`src/temp_sensor_pkg.sv`:
```
// Shared constants, types and register map of the temperature sensor block
package temp_sensor_pkg;

    // Clock rate and conversion timing
    localparam int CLK_MHZ            = 50;
    localparam int PERIOD_16HZ_US     = 62500;
    localparam int CONV_CHAN_US       = 60000;
    localparam int PERIOD_16HZ_CYCLES = PERIOD_16HZ_US * CLK_MHZ;
    localparam int CONV_CHAN_CYCLES   = CONV_CHAN_US * CLK_MHZ;

    // Slave address, value is arbitrary
    localparam logic [6:0] DEV_ADDR = 7'h2A;

    // Command codes
    localparam logic [7:0] CMD_LOCAL_INT   = 8'h00;
    localparam logic [7:0] CMD_REMOTE_INT  = 8'h01;
    localparam logic [7:0] CMD_STATUS      = 8'h02;
    localparam logic [7:0] CMD_CONFIG_RD   = 8'h03;
    localparam logic [7:0] CMD_RATE_RD     = 8'h04;
    localparam logic [7:0] CMD_CONFIG_WR   = 8'h09;
    localparam logic [7:0] CMD_RATE_WR     = 8'h0A;
    localparam logic [7:0] CMD_ONE_SHOT    = 8'h0F;
    localparam logic [7:0] CMD_REMOTE_FRAC = 8'h10;
    localparam logic [7:0] CMD_LOCAL_FRAC  = 8'h11;

    // Reset values, field positions and rate codes
    localparam logic [7:0]  CONFIG_POR      = 8'h20;
    localparam logic [7:0]  RATE_POR        = 8'h08;
    localparam logic [7:0]  RATE_MAX        = 8'h08;
    localparam logic [7:0]  RATE_EXT_MAX    = 8'h06;
    localparam logic [7:0]  TEMP_POR        = 8'h00;
    localparam logic [7:0]  PTR_POR         = 8'h00;
    localparam int          CFG_HALT_BIT    = 6;
    localparam int          STATUS_BUSY_BIT = 7;
    localparam int          SMP_W           = 11;
    localparam logic [31:0] PERIOD_CNT_POR  = 32'hFFFF_FFFF;

    // Conversion sequencer states
    typedef enum logic [1:0] {
        CV_IDLE   = 2'h0,
        CV_LOCAL  = 2'h1,
        CV_REMOTE = 2'h3
    } conv_state_e;

    // Serial link states
    typedef enum logic [2:0] {
        LK_IDLE = 3'h0,
        LK_ADDR = 3'h1,
        LK_AACK = 3'h3,
        LK_RXB  = 3'h2,
        LK_RACK = 3'h6,
        LK_TXB  = 3'h7,
        LK_TACK = 3'h5
    } link_state_e;

    // Events from the serial link to the register file
    typedef struct packed {
        logic       cmd_valid;
        logic       data_valid;
        logic       stop;
        logic       rd_req;
        logic [7:0] data;
    } smb_evt_s;

endpackage

```
`src/smbus_slave.sv`:
```
// Byte-level SMBus slave engine with open-drain data drive
`timescale 1ns/1ns
module smbus_slave
    import temp_sensor_pkg::*;
(
    // Clock and control
    input  wire logic       clk_i,
    input  wire logic       rst_n_i,
    input  wire logic       ce_i,
    // Bus pins
    input  wire logic       scl_i,
    input  wire logic       sda_i,
    output logic            sda_oe_n_o,
    // Register side
    input  wire logic [7:0] rd_data_i,
    output smb_evt_s        evt_o
);

    link_state_e st_reg, st_next;
    logic        scl_reg, sda_reg;
    logic [3:0]  cnt_reg, cnt_next;
    logic [7:0]  sh_reg, sh_next;
    logic        rw_reg, rw_next;
    logic        first_reg, first_next;
    logic        drv_reg, drv_next;
    smb_evt_s    evt_reg, evt_next;

    // Bus edge and condition decode
    wire rise      = ~scl_reg & scl_i;
    wire fall      = scl_reg & ~scl_i;
    wire start_c   = scl_reg & scl_i & sda_reg & ~sda_i;
    wire stop_c    = scl_reg & scl_i & ~sda_reg & sda_i;
    wire byte_done = (cnt_reg == 4'h8);

    // Next state of the link
    always_comb begin
        st_next    = st_reg;
        cnt_next   = cnt_reg;
        sh_next    = sh_reg;
        rw_next    = rw_reg;
        first_next = first_reg;
        drv_next   = drv_reg;
        evt_next   = '0;
        if (start_c) begin
            st_next    = LK_ADDR;
            cnt_next   = 4'h0;
            drv_next   = 1'b0;
            first_next = 1'b1;
        end else if (stop_c) begin
            st_next       = LK_IDLE;
            drv_next      = 1'b0;
            evt_next.stop = 1'b1;
        end else begin
            unique case (st_reg)
                LK_IDLE: begin
                end
                LK_ADDR, LK_RXB: begin
                    if (rise) begin
                        sh_next  = {sh_reg[6:0], sda_i};
                        cnt_next = cnt_reg + 4'h1;
                    end else if (fall && byte_done) begin
                        cnt_next = 4'h0;
                        if (st_reg == LK_ADDR) begin
                            // One address reaches every register
                            st_next  = (sh_reg[7:1] == DEV_ADDR) ? LK_AACK : LK_IDLE;
                            drv_next = (sh_reg[7:1] == DEV_ADDR);
                            rw_next  = sh_reg[0];
                        end else begin
                            st_next             = LK_RACK;
                            drv_next            = 1'b1;
                            first_next          = 1'b0;
                            evt_next.cmd_valid  = first_reg;
                            evt_next.data_valid = ~first_reg;
                            evt_next.data       = sh_reg;
                        end
                    end
                end
                LK_AACK, LK_RACK: begin
                    if (fall && rw_reg) begin
                        st_next         = LK_TXB;
                        sh_next         = rd_data_i;
                        drv_next        = ~rd_data_i[7];
                        evt_next.rd_req = 1'b1;
                    end else if (fall) begin
                        st_next  = LK_RXB;
                        drv_next = 1'b0;
                    end
                end
                LK_TXB: begin
                    if (rise) begin
                        cnt_next = cnt_reg + 4'h1;
                    end else if (fall && byte_done) begin
                        st_next  = LK_TACK;
                        cnt_next = 4'h0;
                        drv_next = 1'b0;
                    end else if (fall) begin
                        sh_next  = {sh_reg[6:0], 1'b0};
                        drv_next = ~sh_reg[6];
                    end
                end
                LK_TACK: begin
                    if (rise) begin
                        st_next = sda_i ? LK_IDLE : LK_AACK;
                    end
                end
                default: begin
                    st_next = LK_IDLE;
                end
            endcase
        end
    end

    // Link registers
    always_ff @(posedge clk_i or negedge rst_n_i) begin
        if (!rst_n_i) begin
            {scl_reg, sda_reg} <= 2'h3;
            st_reg             <= LK_IDLE;
            {cnt_reg, sh_reg}  <= 12'h000;
            {rw_reg, first_reg, drv_reg} <= 3'h0;
            evt_reg            <= '0;
        end else if (ce_i) begin
            {scl_reg, sda_reg} <= {scl_i, sda_i};
            st_reg             <= st_next;
            {cnt_reg, sh_reg}  <= {cnt_next, sh_next};
            {rw_reg, first_reg, drv_reg} <= {rw_next, first_next, drv_next};
            evt_reg            <= evt_next;
        end
    end

    assign sda_oe_n_o = ~drv_reg;
    assign evt_o      = evt_reg;

endmodule

```
`src/temp_sensor_smbus_standby.sv`:
```
// Temperature sensor core: SMBus registers, conversion sequencer and standby control
// How it works
// Standby keeps the converter off and starts no automatic conversions.
// A low sleep request pin puts the device into hardware standby.
// Configuration halt bit set means software standby; clear means free-running conversions.
// Standby keeps every register and keeps answering bus transfers.
// A one-shot command in software standby runs one conversion sequence.
// A one-shot command in hardware standby is ignored.
// The sleep pin overrides every software conversion request.
// Standby arriving mid-conversion aborts it and leaves the results untouched.
// One slave address reaches every register and function.
// Write, Read, Send and Receive Byte transfers; all registers are 8 bits.
// Last command byte stays as pointer for later Receive Byte reads.
// Integer local and remote readings sit at 00h and 01h, always readable.
// Integer readings are two's complement, one degree per step.
// Every transmitted byte goes out most significant bit first.
// At 4Hz or slower, 10h and 11h hold three fraction bits.
// Integer and fraction registers of both channels update together at completion.
// The host halts conversions via bit 6 before reading extended data.
// Command 0Fh sent alone triggers one conversion sequence.
// Busy flag is 1 during a conversion and 0 once finished.
// Reset selects 16Hz; extended data only valid at 4Hz or slower.
// Every sequence measures local then remote; old results stay readable meanwhile.
// Fraction bits sit in the top three positions; lower bits read zero.
`timescale 1ns/1ns
module temp_sensor_smbus_standby
    import temp_sensor_pkg::*;
#(
    parameter int PERIOD_CYC = PERIOD_16HZ_CYCLES,
    parameter int CHAN_CYC   = CONV_CHAN_CYCLES
)(
    // Clock, reset and enable
    input  wire logic             REF_CLK_I,
    input  wire logic             RESET_N_I,
    input  wire logic             CLK_EN_I,
    // SMBus pins
    input  wire logic             SMB_CLK_I,
    input  wire logic             SMB_DATA_I,
    output logic                  SMB_DATA_O,
    output logic                  SMB_DATA_OE_N_O,
    // Standby pin
    input  wire logic             SLEEP_REQUEST_PIN_N_I,
    // Converter interface
    input  wire logic [SMP_W-1:0] ADC_LOCAL_I,
    input  wire logic [SMP_W-1:0] ADC_REMOTE_I,
    output logic                  ADC_ENABLE_O,
    output logic                  ADC_CHANNEL_O
);

    ////////////////////////////////////////////////////////////////////////////
    // Helpers

    // Conversion period for a rate code, doubling per step below the top code
    function automatic logic [31:0] period_of(input logic [7:0] code, input logic [31:0] base);
        logic [7:0] c;
        c = (code > RATE_MAX) ? RATE_MAX : code;
        return base << (RATE_MAX - c);
    endfunction

    // Extended byte: three fraction bits on top, zero below
    function automatic logic [7:0] frac_of(input logic [SMP_W-1:0] s, input logic ext);
        return ext ? {s[2:0], 5'h00} : 8'h00;
    endfunction

    ////////////////////////////////////////////////////////////////////////////
    // Reset release

    logic rst_meta_reg;
    logic rst_n_sync;

    // Asynchronous assert, two-stage release
    always_ff @(posedge REF_CLK_I or negedge RESET_N_I) begin
        if (!RESET_N_I) begin
            rst_meta_reg <= 1'b0;
            rst_n_sync   <= 1'b0;
        end else begin
            rst_meta_reg <= 1'b1;
            rst_n_sync   <= rst_meta_reg;
        end
    end

    ////////////////////////////////////////////////////////////////////////////
    // Serial link

    smb_evt_s   evt;
    logic [7:0] rd_byte;

    smbus_slave u_link (
        .clk_i      (REF_CLK_I),
        .rst_n_i    (rst_n_sync),
        .ce_i       (CLK_EN_I),
        .scl_i      (SMB_CLK_I),
        .sda_i      (SMB_DATA_I),
        .sda_oe_n_o (SMB_DATA_OE_N_O),
        .rd_data_i  (rd_byte),
        .evt_o      (evt)
    );

    // Open drain: only ever pulls low
    assign SMB_DATA_O = 1'b0;

    ////////////////////////////////////////////////////////////////////////////
    // Registers

    conv_state_e      cv_reg;
    logic [7:0]       ptr_reg;
    logic [7:0]       config_reg;
    logic [7:0]       rate_reg;
    logic [7:0]       local_int_reg;
    logic [7:0]       remote_int_reg;
    logic [7:0]       local_frac_reg;
    logic [7:0]       remote_frac_reg;
    logic [SMP_W-1:0] local_smp_reg;
    logic             os_pend_reg;
    logic [31:0]      period_cnt_reg;
    logic [31:0]      phase_cnt_reg;

    // Write decode from data bytes
    wire cfg_wr  = evt.data_valid && (ptr_reg == CMD_CONFIG_WR);
    wire rate_wr = evt.data_valid && (ptr_reg == CMD_RATE_WR);

    // Command pointer, kept across transfers
    always_ff @(posedge REF_CLK_I or negedge rst_n_sync) begin
        if (!rst_n_sync) begin
            ptr_reg <= PTR_POR;
        end else if (CLK_EN_I && evt.cmd_valid) begin
            ptr_reg <= evt.data;
        end
    end

    // Configuration and rate bytes
    always_ff @(posedge REF_CLK_I or negedge rst_n_sync) begin
        if (!rst_n_sync) begin
            config_reg <= CONFIG_POR;
            rate_reg   <= RATE_POR;
        end else if (CLK_EN_I) begin
            if (cfg_wr) begin
                config_reg <= evt.data;
            end
            if (rate_wr) begin
                rate_reg <= evt.data;
            end
        end
    end

    // One-shot command waits for the stop to prove no data byte followed
    always_ff @(posedge REF_CLK_I or negedge rst_n_sync) begin
        if (!rst_n_sync) begin
            os_pend_reg <= 1'b0;
        end else if (CLK_EN_I) begin
            if (evt.cmd_valid) begin
                os_pend_reg <= (evt.data == CMD_ONE_SHOT);
            end else if (evt.data_valid || evt.stop) begin
                os_pend_reg <= 1'b0;
            end
        end
    end

    ////////////////////////////////////////////////////////////////////////////
    // Conversion control

    wire [31:0] period_len = period_of(rate_reg, 32'(PERIOD_CYC));
    wire [31:0] chan_len   = 32'(CHAN_CYC);

    // Standby sources; the pin wins over every software request
    wire hw_sb      = ~SLEEP_REQUEST_PIN_N_I;
    wire sw_sb      = config_reg[CFG_HALT_BIT];
    wire sw_sb_rise = cfg_wr && evt.data[CFG_HALT_BIT] && !sw_sb;
    wire busy       = (cv_reg != CV_IDLE);

    // Start and abort conditions
    wire os_fire    = evt.stop && os_pend_reg;
    wire os_start   = os_fire && sw_sb && !hw_sb;
    // A halt written in the very cycle a start falls due wins over that start
    wire auto_start = !hw_sb && !sw_sb && !sw_sb_rise && (period_cnt_reg >= period_len);
    wire conv_start = !busy && (auto_start || os_start);
    wire abort      = busy && (hw_sb || sw_sb_rise);
    wire phase_done = busy && (phase_cnt_reg == chan_len - 32'h1);
    wire commit     = (cv_reg == CV_REMOTE) && phase_done && !abort;
    wire ext_ok     = (rate_reg <= RATE_EXT_MAX);

    // Sequencer: local channel then remote channel
    always_ff @(posedge REF_CLK_I or negedge rst_n_sync) begin
        if (!rst_n_sync) begin
            cv_reg <= CV_IDLE;
        end else if (CLK_EN_I) begin
            unique case (cv_reg)
                CV_IDLE: begin
                    if (conv_start) begin
                        cv_reg <= CV_LOCAL;
                    end
                end
                CV_LOCAL: begin
                    if (abort) begin
                        cv_reg <= CV_IDLE;
                    end else if (phase_done) begin
                        cv_reg <= CV_REMOTE;
                    end
                end
                CV_REMOTE: begin
                    if (abort || phase_done) begin
                        cv_reg <= CV_IDLE;
                    end
                end
                default: begin
                    cv_reg <= CV_IDLE;
                end
            endcase
        end
    end

    // Phase timer and rate timer
    always_ff @(posedge REF_CLK_I or negedge rst_n_sync) begin
        if (!rst_n_sync) begin
            phase_cnt_reg  <= 32'h0;
            period_cnt_reg <= PERIOD_CNT_POR;
        end else if (CLK_EN_I) begin
            phase_cnt_reg <= (!busy || phase_done) ? 32'h0 : phase_cnt_reg + 32'h1;
            if (conv_start) begin
                period_cnt_reg <= 32'h0;
            end else if (period_cnt_reg != PERIOD_CNT_POR) begin
                period_cnt_reg <= period_cnt_reg + 32'h1;
            end
        end
    end

    ////////////////////////////////////////////////////////////////////////////
    // Results

    // Local sample is held until the remote channel completes
    always_ff @(posedge REF_CLK_I or negedge rst_n_sync) begin
        if (!rst_n_sync) begin
            local_smp_reg <= '0;
        end else if (CLK_EN_I && (cv_reg == CV_LOCAL) && phase_done) begin
            local_smp_reg <= ADC_LOCAL_I;
        end
    end

    // All four result bytes change in the same cycle, or not at all
    always_ff @(posedge REF_CLK_I or negedge rst_n_sync) begin
        if (!rst_n_sync) begin
            local_int_reg   <= TEMP_POR;
            remote_int_reg  <= TEMP_POR;
            local_frac_reg  <= TEMP_POR;
            remote_frac_reg <= TEMP_POR;
        end else if (CLK_EN_I && commit) begin
            local_int_reg   <= local_smp_reg[SMP_W-1:3];
            remote_int_reg  <= ADC_REMOTE_I[SMP_W-1:3];
            local_frac_reg  <= frac_of(local_smp_reg, ext_ok);
            remote_frac_reg <= frac_of(ADC_REMOTE_I, ext_ok);
        end
    end

    ////////////////////////////////////////////////////////////////////////////
    // Read selection

    // Status carries the busy flag
    wire [7:0] status_byte = 8'(busy) << STATUS_BUSY_BIT;

    // Byte returned for the current pointer; unknown codes read zero
    assign rd_byte = (ptr_reg == CMD_LOCAL_INT)   ? local_int_reg   :
                     (ptr_reg == CMD_REMOTE_INT)  ? remote_int_reg  :
                     (ptr_reg == CMD_STATUS)      ? status_byte     :
                     (ptr_reg == CMD_CONFIG_RD)   ? config_reg      :
                     (ptr_reg == CMD_RATE_RD)     ? rate_reg        :
                     (ptr_reg == CMD_REMOTE_FRAC) ? remote_frac_reg :
                     (ptr_reg == CMD_LOCAL_FRAC)  ? local_frac_reg  : 8'h00;

    // Converter control follows the sequencer
    assign ADC_ENABLE_O  = busy;
    assign ADC_CHANNEL_O = (cv_reg == CV_REMOTE);
endmodule

```
`config.mk`:
```
export PLATFORM = sky130hd
export DESIGN_NAME = temp_sensor_smbus_standby
export DESIGN_NICKNAME = d
export VERILOG_FILES = /design/src/temp_sensor_pkg.sv /design/src/smbus_slave.sv /design/src/temp_sensor_smbus_standby.sv
export SDC_FILE = /design/constraint.sdc
export NUM_CORES = 1
export LEC_CHECK = 0
export ABC_AREA = 0
export BUFFER_PORTS_ARGS = -buffer_cell sky130_fd_sc_hd__buf_2
export CAP_MARGIN = 5
export CORE_MARGIN = 1.5
export CORE_UTILIZATION = 55
export DETAILED_ROUTE_END_ITERATION = 10
export PLACE_DENSITY = 0.72
export SETUP_SLACK_MARGIN = 0.05
export SYNTH_ARGS = -nofsm -noshare
export SYNTH_HDL_FRONTEND = slang
export SYNTH_HIERARCHICAL = 1
export SYNTH_SLANG_ARGS = --single-unit
```
`constraint.sdc`:
```
create_clock -name REF_CLK_I -period 5.6 [get_ports REF_CLK_I]
set_clock_uncertainty 0.1 [all_clocks]
set_input_delay 0 -clock REF_CLK_I [delete_from_list [all_inputs] [get_ports REF_CLK_I]]
set_output_delay 0 -clock REF_CLK_I [all_outputs]
set_load 0.02 [all_outputs]
```
==> results of run 1 <==
worst min-delay path by stage:
stage          slack (ns)             from           endpoint  depth (start not counted)
6_report             0.23   ADC_LOCAL_I[6]   local_smp_reg[6]                          3
5_1_grt              0.23  ADC_REMOTE_I[8]  remote_int_reg[5]                          3
4_1_cts              0.21   ADC_LOCAL_I[8]   local_smp_reg[8]                          3
3_5_place_dp        -0.31        RESET_N_I       rst_meta_reg                          1
3_3_place_gp        -0.31        RESET_N_I       rst_meta_reg                          1
2_1_floorplan       -0.40        RESET_N_I       rst_meta_reg                          0
cell usage in the layout, fill, tap and decap left out, types with 4 or more instances in the layout:
| cell | count |
|---|---|
| sky130_fd_sc_hd__nand2_1 | 93 |
| sky130_fd_sc_hd__and3_1 | 12 |
| sky130_fd_sc_hd__nor2_1 | 112 |
| sky130_fd_sc_hd__dfstp_2 | 36 |
| sky130_fd_sc_hd__nor3b_1 | 6 |
| sky130_fd_sc_hd__xor2_1 | 33 |
| sky130_fd_sc_hd__and4_1 | 10 |
| sky130_fd_sc_hd__buf_2 | 30 |
| sky130_fd_sc_hd__and2_1 | 6 |
| sky130_fd_sc_hd__a31oi_1 | 9 |
| sky130_fd_sc_hd__inv_8 | 7 |
| sky130_fd_sc_hd__ha_1 | 35 |
| sky130_fd_sc_hd__nand2b_1 | 9 |
| sky130_fd_sc_hd__mux2_4 | 8 |
| sky130_fd_sc_hd__a22oi_1 | 5 |
| sky130_fd_sc_hd__inv_1 | 27 |
| sky130_fd_sc_hd__nand3_1 | 37 |
| sky130_fd_sc_hd__nor2b_1 | 5 |
| sky130_fd_sc_hd__a22o_1 | 12 |
| sky130_fd_sc_hd__a21oi_1 | 42 |
| sky130_fd_sc_hd__o21ai_0 | 54 |
| sky130_fd_sc_hd__dfrtp_1 | 120 |
| sky130_fd_sc_hd__o31ai_1 | 8 |
| sky130_fd_sc_hd__nor3_1 | 13 |
| sky130_fd_sc_hd__xnor2_1 | 25 |
| sky130_fd_sc_hd__dlygate4sd3_1 | 28 |
| sky130_fd_sc_hd__buf_4 | 10 |
| sky130_fd_sc_hd__nor4_1 | 8 |
| sky130_fd_sc_hd__o22ai_1 | 4 |
| sky130_fd_sc_hd__a211oi_1 | 4 |
| sky130_fd_sc_hd__mux2_2 | 62 |
| sky130_fd_sc_hd__nor4b_1 | 4 |
| sky130_fd_sc_hd__mux2i_1 | 8 |
| sky130_fd_sc_hd__a222oi_1 | 6 |
| sky130_fd_sc_hd__or3_1 | 8 |
| sky130_fd_sc_hd__nand4_1 | 25 |
| sky130_fd_sc_hd__clkbuf_16 | 17 |
layout make-up:
| type | instances | area share, % |
|---|---|---|
| multi-input cells | 726 | 47.26 |
| flip-flops and latches | 157 | 38.28 |
| repair buffers | 69 | 5.057 |
| clock buffers | 17 | 4.094 |
| well taps | 220 | 2.649 |
| clock inverters | 15 | 1.650 |
| inverters | 28 | 1.011 |
metrics by stage:
stage / cells / util [%] / power, mW / area, µm² / setup slack [ns]
2_1_floorplan: 962 / - / 1.531 / 9231 / 0.5830
3_3_place_gp: 1172 / 57.78 / 1.605 / 9514 / 1.057
3_5_place_dp: 1172 / 57.78 / 1.616 / 9514 / 0.9559
4_1_cts: 1232 / 63.11 / 2.805 / 10390 / 0.9294
5_1_grt: 1232 / 63.11 / 2.899 / 10390 / 0.4791
6_report: 1232 / 63.11 / 2.787 / 10390 / 0.9080
power by group:
group	switching (mW)	leakage [nW]	internal, mW
sequential	0.0971	2.03	1.21
combinational	0.167	2.31	0.142
clock	0.536	0.290	0.638
total	0.800	4.63	1.99
per-layer routing:
metal  track usage (%)  routed length [µm]  up-vias
met5                 0                   0        -
met4             7.570                 395        0
met3             3.716                 707       27
met2             40.55                9976      162
met1             33.79                9524     3458
li1                  -                   -     3530
worst reg2reg max path: stages, from the launching register on:
cell and delay, ns:
sky130_fd_sc_hd__dfrtp_1 0.39, sky130_fd_sc_hd__or4_1 0.55, sky130_fd_sc_hd__nor2_1 0.18, sky130_fd_sc_hd__nand2_1 0.08, sky130_fd_sc_hd__ha_1 0.40, sky130_fd_sc_hd__xnor2_1 0.20
sky130_fd_sc_hd__nand3_1 0.12, sky130_fd_sc_hd__o21ai_0 0.09, sky130_fd_sc_hd__nand2_1 0.09, sky130_fd_sc_hd__o21ai_0 0.12, sky130_fd_sc_hd__ha_1 0.36, sky130_fd_sc_hd__nand4_1 0.15
sky130_fd_sc_hd__nor4_1 0.37, sky130_fd_sc_hd__o311ai_0 0.19, sky130_fd_sc_hd__nand4_1 0.14, sky130_fd_sc_hd__a31oi_1 0.10, sky130_fd_sc_hd__buf_4 0.17, sky130_fd_sc_hd__nor2_1 0.52
sky130_fd_sc_hd__buf_12 0.23, sky130_fd_sc_hd__o2bb2ai_1 0.07
timing repair:
action                    4_1_cts  5_1_grt
resized for setup               0        0
hold endpoints to repair       31        0
hold buffers                   28        0
==> results_tabular.tex, run 1 <==
\begin{tabular}{lr}
\hline
Metric & Value \\
\hline
\multicolumn{2}{l}{\textbf{STA}} \\
\quad Crit share post-route & 83.79\% \\
\quad Max Clk Rate & about 210 MHz \\
\quad Final count of negative-setup-slack endpoints & 0 \\
\quad Total negative setup slack & 0 ns \\
\quad Final number of max-transition violations & 0 \\
\quad Final-report hold violation count & 0 \\
\quad Fin crit period & 4.692 ns \\
\quad Worst Max-Slew Pin Slew & 1.094 ns \\
\quad Min Hold Slack & 0.2279 ns \\
\quad Unrepaired setup endpoints after global routing & no \\
\quad Remaining max-slew budget at the tightest pin & about a quarter \\
\multicolumn{2}{l}{\textbf{Worst hold path}} \\
\quad Kind of path behind the tightest hold check & input pin to flop \\
\multicolumn{2}{l}{\textbf{Clocking}} \\
\quad TritonCTS clock tree & yes \\
\quad Root buffer cell & sky130\_fd\_sc\_hd\_\_clkbuf\_16 \\
\quad Clock latency at the later pin of the worst-skew pair & approximately 0.44 ns \\
\quad Clock slew at reported path FFs & 0.07 ns \\
\quad CTS Sinks & roughly 160 \\
\quad Number of H-tree levels & 4 \\
\quad Inserted Clock Buffers & 17 \\
\quad Buffer count from post-CTS setup fixing & 0 \\
\quad Clock Tree Buf Depth & 2 \\
\multicolumn{2}{l}{\textbf{Floorplanning}} \\
\quad Width of the die & between 100 and 150 µm \\
\quad Core outline area & $\sim$0.016 mm² \\
\quad FP Rows & 47 \\
\quad Num ports & 32 \\
\quad Die Outline Area & $\sim$0.018 mm² \\
\quad Starting utilization of the core area & 56.06\% \\
\quad Overall die height & between 100 and 150 µm \\
\multicolumn{2}{l}{\textbf{Worst setup path}} \\
\quad Critical R2R Capture & period\_cnt\_reg[18] \\
\quad Kind of end point of the critical path & flop \\
\quad Longest individual stage delay on the worst path & approximately 0.55 ns \\
\quad Beginning of the worst register-to-register path & rate\_reg[6] \\
\quad Critical Path Sink & period\_cnt\_reg[18] \\
\quad Reg2Reg Depth & 19 \\
\quad Stages on the worst setup path & 19 \\
\quad Nature of the critical path startpoint & flop \\
\quad Critical Path RT & 5.86 ns \\
\quad Setup slack of the most critical reg-to-reg path & 0.91 ns \\
\quad Chain of cells forming the critical path & or4\_1 > nor2\_1 > nand2\_1 > ha\_1 > xnor2\_1 > nand3\_1 > o21ai\_0 > nand2\_1 > o21ai\_0 > ha\_1 > nand4\_1 > nor4\_1 > o311ai\_0 > nand4\_1 > a31oi\_1 > buf\_4 > nor2\_1 > buf\_12 > o2bb2ai\_1 \\
\quad Highest fanout seen on the critical path & 19 \\
\quad CP startpoint & rate\_reg[6] \\
\quad Category of cells accounting for the largest share of critical-path delay & simple AND/OR/NAND/NOR gates \\
\quad Critical path type & flop to flop \\
\quad Critical path buffer and inverter count & 2 \\
\quad Critical-path top delay cell & sky130\_fd\_sc\_hd\_\_or4\_1 \\
\quad Data arrival, critical path & 4.95 ns \\
\multicolumn{2}{l}{\textbf{Cells and area}} \\
\quad Share of cells above drive strength 1 & roughly a fifth \\
\quad Area of combinational cells with multiple inputs & approximately 0.005 mm² \\
\quad Final Net Count & $\sim$1100 \\
\quad Signed area change from the synthesized netlist to the final layout & 12.56\% \\
\quad Diodes inserted & 0 \\
\quad Final-layout fill cell count & about 1400 \\
\quad Footprint of the flip-flops and latches & just under 0.004 mm² \\
\multicolumn{2}{l}{\textbf{Global routing}} \\
\quad Largest net degree at the start of global routing & 60 \\
\quad Vias in the first global route & 7047 \\
\quad Global-route congestion overflow total & 0 \\
\quad Wire length of the first global-routing pass & around 35000 µm \\
\quad Overall routing resource usage & 24.62\% \\
\quad Antenna violations before repair & 0 \\
\multicolumn{2}{l}{\textbf{Job}} \\
\quad Max-capacitance violation count & 0 \\
\multicolumn{2}{l}{\textbf{Power}} \\
\quad Power density relative to cell area & 268.2 mW/mm² \\
\quad Leakage & around 4.6 nW \\
\quad Worst supply voltage drop on vdd & about 0.00023 V \\
\multicolumn{2}{l}{\textbf{Synthesis}} \\
\quad Syn nets & between 1000 and 1500 \\
\quad Mean instance size in the synthesized netlist & between 9 and 10 µm² \\
\quad Gate count of the mapped netlist & between 900 and 1000 \\
\quad Mapped Area & about 0.0092 mm² \\
\quad Yosys warning total & 6 \\
\multicolumn{2}{l}{\textbf{Drt}} \\
\quad Average vias per placed instance & approximately 6 \\
\quad Via count & between 7000 and 8000 \\
\quad Final routed wire length divided by cell count & around 17 µm \\
\quad Sum of routed wire length over all layers & between 20000 and 25000 µm \\
\quad Number of iterations in the first detailed-routing pass & 6 \\
\quad Detailed router's first-iteration violation count & 526 \\
\quad DRC errors left & 0 \\
\quad Routed Antenna Nets & 0 \\
\multicolumn{2}{l}{\textbf{Placement}} \\
\quad Detailed placer's ending HPWL & about 14000 µm \\
\quad Final weighted congestion of routability-driven global placement & approximately 0.87 \\
\quad PortBufs & 30 \\
\multicolumn{2}{l}{\textbf{Outcome}} \\
\quad Outcome & finished clean \\
\hline
\end{tabular}
(Power assumes the default switching activity.)
==> run 2, diff against run 1 <==
PLACE_DENSITY = 0.75   (was 0.72)
clock period = 4.06 ns   (was 5.6 ns; I/O delays follow)
==> results_tabular.tex, run 2 (same netlist as run 1, synthesis figures left out) <==
\begin{tabular}{lr}
\hline
Metric & Value \\
\hline
\multicolumn{2}{l}{\textbf{Outcome}} \\
\quad Outcome & finished clean \\
\multicolumn{2}{l}{\textbf{Floorplanning}} \\
\quad Num ports & 32 (unchanged) \\
\quad Core outline area & 0.01647 mm² (unchanged) \\
\quad Die Outline Area & 0.01757 mm² (unchanged) \\
\quad FP Rows & 47 (unchanged) \\
\quad Overall die height & 132.6 µm (unchanged) \\
\quad Starting utilization of the core area & 56.06\% (unchanged) \\
\quad Width of the die & 132.6 µm (unchanged) \\
\multicolumn{2}{l}{\textbf{Placement}} \\
\quad Detailed placer's ending HPWL & 14150 µm (+0.20\%) \\
\quad PortBufs & 30 (unchanged) \\
\quad Final weighted congestion of routability-driven global placement & 0.9205 (+5.7\%) \\
\quad Post-Place Worst Slack & -0.05168 ns (-1.008 ns) \\
\quad Dpl cell area & 0.009649 mm² (+1.4\%) \\
\multicolumn{2}{l}{\textbf{STA}} \\
\quad Max Clk Rate & 253.7 MHz (+19\%) \\
\quad Final-report hold violation count & 0 (unchanged) \\
\quad Final count of negative-setup-slack endpoints & 0 (unchanged) \\
\quad Min Hold Slack & 0.03856 ns (-0.1894 ns) \\
\quad Fin crit period & 3.942 ns (-0.7497 ns) \\
\quad Unrepaired setup endpoints after global routing & yes \\
\quad Worst Max-Slew Pin Slew & 0.8178 ns (-0.2763 ns) \\
\quad Remaining max-slew budget at the tightest pin & 44.77\% (+18 points) \\
\quad Final number of max-transition violations & 0 (unchanged) \\
\quad Final setup margin & 0.1177 ns (-0.7903 ns) \\
\quad Crit share post-route & 97.10\% (+13 points) \\
\multicolumn{2}{l}{\textbf{Worst setup path}} \\
\quad Critical path type & flop to flop \\
\quad Kind of end point of the critical path & flop \\
\quad Highest fanout seen on the critical path & 14 (-5) \\
\quad Nature of the critical path startpoint & flop \\
\quad Data arrival, critical path & 4.20 ns (-0.75 ns) \\
\quad Critical Path RT & 4.32 ns (-1.54 ns) \\
\multicolumn{2}{l}{\textbf{Power}} \\
\quad Total design power & 3.823 mW (+37\%) \\
\quad Leakage & 4.757 nW (+2.6\%) \\
\quad Worst supply voltage drop on vdd & 0.0003312 V (+42\%) \\
\quad Power density relative to cell area & 357.8 mW/mm² (+33\%) \\
\multicolumn{2}{l}{\textbf{Cells and area}} \\
\quad Share of cells above drive strength 1 & 22.31\% (+3.3 points) \\
\quad Finished Cell Area & 0.01069 mm² (+2.8\%) \\
\quad Final Net Count & 1081 (+1.8\%) \\
\quad Diodes inserted & 0 (unchanged) \\
\quad Signed area change from the synthesized netlist to the final layout & 15.75\% \\
\quad Commonest non-fill, non-tap cells in the layout & sky130\_fd\_sc\_hd\_\_dfrtp\_1, sky130\_fd\_sc\_hd\_\_nor2\_1, sky130\_fd\_sc\_hd\_\_nand2\_1, sky130\_fd\_sc\_hd\_\_mux2\_2, sky130\_fd\_sc\_hd\_\_o21ai\_0 \\
\quad Final-layout fill cell count & 1321 (-3.1\%) \\
\quad Most common cell after layout, fill and taps aside & sky130\_fd\_sc\_hd\_\_dfrtp\_1 \\
\multicolumn{2}{l}{\textbf{Worst hold path}} \\
\quad Kind of path behind the tightest hold check & input pin to flop \\
\multicolumn{2}{l}{\textbf{Drt}} \\
\quad Average vias per placed instance & 5.914 (+1.5\%) \\
\quad Detailed router's first-iteration violation count & 536 (+1.9\%) \\
\quad Number of iterations in the first detailed-routing pass & 6 (unchanged) \\
\quad Final routed wire length divided by cell count & 16.78 µm (+0.32\%) \\
\quad DRC errors left & 0 (unchanged) \\
\quad Routed Antenna Nets & 0 (unchanged) \\
\quad Via count & 7399 (+3.1\%) \\
\quad Sum of routed wire length over all layers & 20990 µm (+1.9\%) \\
\multicolumn{2}{l}{\textbf{Global routing}} \\
\quad Vias in the first global route & 7105 (+0.82\%) \\
\quad Overall routing resource usage & 24.55\% (-0.072 points) \\
\quad Global-route congestion overflow total & 0 (unchanged) \\
\quad Antenna violations before repair & 0 (unchanged) \\
\quad Largest net degree at the start of global routing & 106 (+77\%) \\
\quad Wire length of the first global-routing pass & 35070 µm (+0.55\%) \\
\multicolumn{2}{l}{\textbf{Clocking}} \\
\quad Root buffer cell & sky130\_fd\_sc\_hd\_\_clkbuf\_16 \\
\quad Inserted Clock Buffers & 17 (unchanged) \\
\quad Number of H-tree levels & 4 (unchanged) \\
\quad Clock Tree Buf Depth & 2 (unchanged) \\
\quad Clock slew at reported path FFs & 0.07 ns (about the same) \\
\quad Clock latency at the later pin of the worst-skew pair & 0.43 ns (about the same) \\
\quad CTS Sinks & 157 (unchanged) \\
\quad TritonCTS clock tree & yes \\
\multicolumn{2}{l}{\textbf{Job}} \\
\quad Max-capacitance violation count & 0 (unchanged) \\
\hline
\end{tabular}
==> run 2: cell types whose count changed in the layout (fill, tap and decap cells not counted), sizes merged <==
cell         delta
buf            +19
bufinv          -1
nor2            +1
inv             -1
clkinv          +2
clkinvlp        -1
clkbuf          +1
dlygate4sd3     -1
==> run 2: metrics by stage <==
stage | std cells | setup TNS [ns] | utilization, %
4_1_cts | 1244 | 0 | 64.12
6_report | 1251 | 0 | 64.89
3_3_place_gp | 1183 | 0 | 58.60
5_1_grt | 1251 | 0 | 64.89
2_1_floorplan | 962 | 0 | -
3_5_place_dp | 1183 | -0.5440 | 58.60
==> run 2: what timing repair did <==
| item | 4_1_cts | 5_1_grt |
|---|---|---|
| pin swaps | 6 | 10 |
| resized for setup | 6 | 15 |
| buffers inserted | 1 | 7 |
| hold buffers | 27 | 0 |
| cloned | 1 | 0 |
| endpoints found under the setup margin | 30 | 33 |
| endpoints found under the hold margin | 30 | 0 |
==> run 2: worst paths after layout <==
path	start	to	slack (ns)	cells after the start
hold / removal	CLK_EN_I	period_cnt_reg[31]	0.04	3
max in group asynchronous	rst_n_sync	u_link/sda_reg	2.64	1
min in group asynchronous	rst_n_sync	phase_cnt_reg[29]	0.29	0
setup / recovery	rate_reg[6]	period_cnt_reg[14]	0.12	18
hold reg to reg	rst_meta_reg	rst_n_sync	0.26	0
setup reg to reg	rate_reg[6]	period_cnt_reg[14]	0.12	18
==> run 2: critical path: stages, from the launching register on <==
cell and delay [ns]:
sky130_fd_sc_hd__dfrtp_1 0.39, sky130_fd_sc_hd__or4_4 0.56, sky130_fd_sc_hd__nor2_4 0.12, sky130_fd_sc_hd__nand2_1 0.10, sky130_fd_sc_hd__ha_4 0.33, sky130_fd_sc_hd__buf_4 0.17
sky130_fd_sc_hd__buf_4 0.14, sky130_fd_sc_hd__a21oi_1 0.05, sky130_fd_sc_hd__o21ai_0 0.26, sky130_fd_sc_hd__ha_1 0.31, sky130_fd_sc_hd__nand4_1 0.17, sky130_fd_sc_hd__nor2_1 0.07
sky130_fd_sc_hd__a22oi_1 0.16, sky130_fd_sc_hd__nand4_1 0.20, sky130_fd_sc_hd__a31oi_4 0.23, sky130_fd_sc_hd__buf_4 0.15, sky130_fd_sc_hd__nor2_4 0.04, sky130_fd_sc_hd__buf_12 0.17
sky130_fd_sc_hd__nor2_1 0.12
==> run 2: report_power, final <==
group | switching (mW) | leakage (nW) | internal (mW) | total (mW)
clock | 0.747 | 0.293 | 0.846 | 1.59
sequential | 0.133 | 2.03 | 1.66 | 1.80
combinational | 0.228 | 2.43 | 0.205 | 0.433
total | 1.11 | 4.76 | 2.71 | 3.82
==> run 2: routing by layer <==
layer  global-route usage [%]  routed length [µm]
met1                    32.73                9398
met2                    40.92               10270
met3                    4.253                 886
met4                    7.937                 429
met5                        0                   0
==> run 2: area by class of cell <==
type | count | area (µm²) | share of cell area (%)
well taps | 220 | 275.3 | 2.576
flip-flops and latches | 157 | 3978 | 37.22
clock inverters | 14 | 161.4 | 1.511
inverters | 28 | 105.1 | 0.9836
clock buffers | 18 | 439.2 | 4.110
multi-input cells | 727 | 5045 | 47.21
repair buffers | 87 | 681.9 | 6.382
==> run 3, diff against run 2 <==
CORE_UTILIZATION = 50   (was 55)
PLACE_DENSITY = 0.69   (was 0.75)
TNS_END_PERCENT = 100   (was default)
==> results_tabular.tex, run 3 (same netlist as run 1, synthesis figures left out) <==
\begin{tabular}{lr}
\hline
Metric & Value \\
\hline
\multicolumn{2}{l}{\textbf{Placement}} \\
\quad PortBufs & 30 (unchanged) \\
\quad Post-Place Worst Slack & 0.01088 ns (+0.06256 ns) \\
\quad Detailed placer's ending HPWL & 14290 µm (+0.97\%) \\
\quad Final weighted congestion of routability-driven global placement & 0.8995 (-2.3\%) \\
\multicolumn{2}{l}{\textbf{Job}} \\
\quad Max-capacitance violation count & 0 (unchanged) \\
\multicolumn{2}{l}{\textbf{Power}} \\
\quad Leakage & 4.756 nW (about the same) \\
\quad Power share of the sequential group & 47.1\% (about the same) \\
\quad Total design power & 3.827 mW (+0.10\%) \\
\quad Worst supply voltage drop on vdd & 0.0004603 V (+39\%) \\
\quad Power density relative to cell area & 356.6 mW/mm² (-0.33\%) \\
\quad Cell internal pwr & 2.712 mW (-0.11\%) \\
\quad Switching part of the total power & 29.14\% (+0.15 points) \\
\quad Proportion of power drawn by combinational gates & 11.2\% (about the same) \\
\quad Switching power & 1.115 mW (+0.61\%) \\
\quad Proportion of power drawn by the clock network & 41.8\% (about the same) \\
\multicolumn{2}{l}{\textbf{Worst setup path}} \\
\quad Data arrival, critical path & 4.24 ns (+0.04 ns) \\
\quad Nature of the critical path startpoint & flop \\
\quad Category of cells accounting for the largest share of critical-path delay & simple AND/OR/NAND/NOR gates \\
\quad Critical path buffer and inverter count & 2 (-2) \\
\quad Critical Path RT & 4.32 ns (about the same) \\
\quad Longest individual stage delay on the worst path & 0.56 ns (about the same) \\
\quad Kind of end point of the critical path & flop \\
\quad Highest fanout seen on the critical path & 8 (-6) \\
\quad Critical-path top delay cell & sky130\_fd\_sc\_hd\_\_or4\_4 \\
\quad Critical path type & flop to flop \\
\quad Chain of cells forming the critical path & or4\_4 > nor2\_4 > nand2\_2 > ha\_4 > buf\_4 > nand2\_1 > or3\_1 > ha\_1 > a21oi\_1 > a21boi\_0 > o311ai\_1 > nand4\_1 > a31oi\_4 > nor2\_4 > buf\_12 > o2bb2ai\_1 \\
\quad Cell seen most often among critical-path stages & sky130\_fd\_sc\_hd\_\_nor2\_4 \\
\multicolumn{2}{l}{\textbf{Clocking}} \\
\quad Clock Tree Buf Depth & 2 (unchanged) \\
\quad CTS Sinks & 157 (unchanged) \\
\quad Root buffer cell & sky130\_fd\_sc\_hd\_\_clkbuf\_16 \\
\quad Inserted Clock Buffers & 17 (unchanged) \\
\quad TritonCTS clock tree & yes \\
\quad Number of H-tree levels & 4 (unchanged) \\
\quad Clock slew at reported path FFs & 0.08 ns (about the same) \\
\quad Clock latency at the later pin of the worst-skew pair & 0.44 ns (about the same) \\
\multicolumn{2}{l}{\textbf{Global routing}} \\
\quad GRT met3 Usage & 4.178\% (-0.075 points) \\
\quad Largest net degree at the start of global routing & 70 (-34\%) \\
\quad Wire length of the first global-routing pass & 34990 µm (-0.22\%) \\
\quad Met1 Resource Use GR & 30.54\% (-2.2 points) \\
\quad Overall routing resource usage & 22.26\% (-2.3 points) \\
\quad Global-route congestion overflow total & 0 (unchanged) \\
\quad Antenna violations before repair & 0 (unchanged) \\
\quad Routing layer with the top usage in global route & met2 \\
\quad Vias in the first global route & 6984 (-1.7\%) \\
\quad Met2 usage & 35.46\% (-5.5 points) \\
\multicolumn{2}{l}{\textbf{STA}} \\
\quad Unrepaired setup endpoints after global routing & yes \\
\quad Crit share post-route & 98.12\% (+1.0 points) \\
\quad Fin crit period & 3.984 ns (+0.04147 ns) \\
\quad Final setup margin & 0.07623 ns (-0.04147 ns) \\
\quad Remaining max-slew budget at the tightest pin & 39.65\% (-5.1 points) \\
\quad Max Clk Rate & 251.0 MHz (-1.0\%) \\
\quad Min Hold Slack & 0.2166 ns (+0.1780 ns) \\
\quad Final-report hold violation count & 0 (unchanged) \\
\quad Final number of max-transition violations & 0 (unchanged) \\
\quad Final count of negative-setup-slack endpoints & 0 (unchanged) \\
\quad Worst Max-Slew Pin Slew & 0.9053 ns (+0.08757 ns) \\
\multicolumn{2}{l}{\textbf{Cells and area}} \\
\quad Share of cells above drive strength 1 & 22.43\% (+0.12 points) \\
\quad Most common cell after layout, fill and taps aside & sky130\_fd\_sc\_hd\_\_dfrtp\_1 \\
\quad Commonest non-fill, non-tap cells in the layout & sky130\_fd\_sc\_hd\_\_dfrtp\_1, sky130\_fd\_sc\_hd\_\_nor2\_1, sky130\_fd\_sc\_hd\_\_nand2\_1, sky130\_fd\_sc\_hd\_\_mux2\_2, sky130\_fd\_sc\_hd\_\_o21ai\_0 \\
\quad Final Net Count & 1080 (-0.093\%) \\
\quad Diodes inserted & 0 (unchanged) \\
\quad Signed area change from the synthesized netlist to the final layout & 16.25\% \\
\quad Final-layout fill cell count & 1525 (+15\%) \\
\multicolumn{2}{l}{\textbf{Floorplanning}} \\
\quad Width of the die & 138.9 µm (+4.8\%) \\
\quad Die Outline Area & 0.01929 mm² (+9.8\%) \\
\quad FP Rows & 49 (+4.3\%) \\
\quad Overall die height & 138.9 µm (+4.8\%) \\
\quad Core outline area & 0.01802 mm² (+9.5\%) \\
\quad Num ports & 32 (unchanged) \\
\quad Starting utilization of the core area & 51.21\% (-4.8 points) \\
\multicolumn{2}{l}{\textbf{Drt}} \\
\quad Detailed router's first-iteration violation count & 574 (+7.1\%) \\
\quad Via count & 7460 (+0.82\%) \\
\quad Number of iterations in the first detailed-routing pass & 6 (unchanged) \\
\quad Average vias per placed instance & 5.925 (+0.18\%) \\
\quad DRC errors left & 0 (unchanged) \\
\quad Final routed wire length divided by cell count & 16.90 µm (+0.74\%) \\
\quad Routed Antenna Nets & 0 (unchanged) \\
\quad Sum of routed wire length over all layers & 21280 µm (+1.4\%) \\
\multicolumn{2}{l}{\textbf{Worst hold path}} \\
\quad Kind of path behind the tightest hold check & input pin to flop \\
\multicolumn{2}{l}{\textbf{Outcome}} \\
\quad Outcome & finished clean \\
\hline
\end{tabular}
## run 3: final timing paths
kind                                      start            endpoint  slack, ns  depth (start not counted)
worst min register to register     rst_meta_reg          rst_n_sync       0.25                          0
worst min-delay path            ADC_REMOTE_I[4]   remote_int_reg[1]       0.22                          3
worst max register to register      rate_reg[6]  period_cnt_reg[18]       0.08                         16
min in group asynchronous             RESET_N_I          rst_n_sync       0.30                          3
max in group asynchronous            rst_n_sync         rate_reg[3]       2.46                          1
worst max-delay path                rate_reg[6]  period_cnt_reg[18]       0.08                         16
## run 3: worst min-delay path: cells and delay by family
| kind | cells | cell delay [ns] |
|---|---|---|
| buf+inv | 2 | 0.60 |
| mux | 1 | 0.12 |
## run 3: power by group through the flow
stage | sequential [mW] | combinational, mW | clock [mW]
after global placement | 1.83 | 0.392 | 0
after CTS | 1.80 | 0.425 | 1.63
after global routing | 1.82 | 0.484 | 1.69
after detailed placement | 1.83 | 0.404 | 0
final | 1.80 | 0.427 | 1.60
after floorplan | 1.77 | 0.346 | 0
## run 3: layout make-up
class | instances | area, µm² | area share (%)
Inverter | 28 | 105.1 | 0.9794
Multi-Input combinational cell | 726 | 5040 | 46.96
Timing Repair Buffer | 87 | 711.9 | 6.634
Tap cell | 229 | 286.5 | 2.670
Clock buffer | 18 | 439.2 | 4.092
Sequential cell | 157 | 3978 | 37.06
Clock inverter | 14 | 171.4 | 1.597
## run 3: repair_timing
item                       4_1_cts  5_1_grt
setup endpoints to repair       24       33
gates resized for setup          0       24
buffers inserted                 2        6
gates cloned                     0        2
hold buffers                    28        0
hold endpoints to repair        31        0
pin swaps                        4       12
## run 3: layer usage
metal  wire length (µm)  up-vias
met5                  0        -
met4                546        0
met2              10070      196
li1                   -     3580
met3                882       46
met1               9782     3638
## run 3: through the flow
| stage | instances | instance area (µm²) | utilization, % | TNS [ns] |
|---|---|---|---|---|
| after floorplan | 962 | 9345 | - | 0 |
| after global placement | 1189 | 9651 | 53.54 | 0 |
| after detailed placement | 1189 | 9651 | 53.54 | 0 |
| after CTS | 1251 | 10560 | 58.57 | 0 |
| after global routing | 1259 | 10730 | 59.54 | -3.677 |
| final | 1259 | 10730 | 59.54 | 0 |
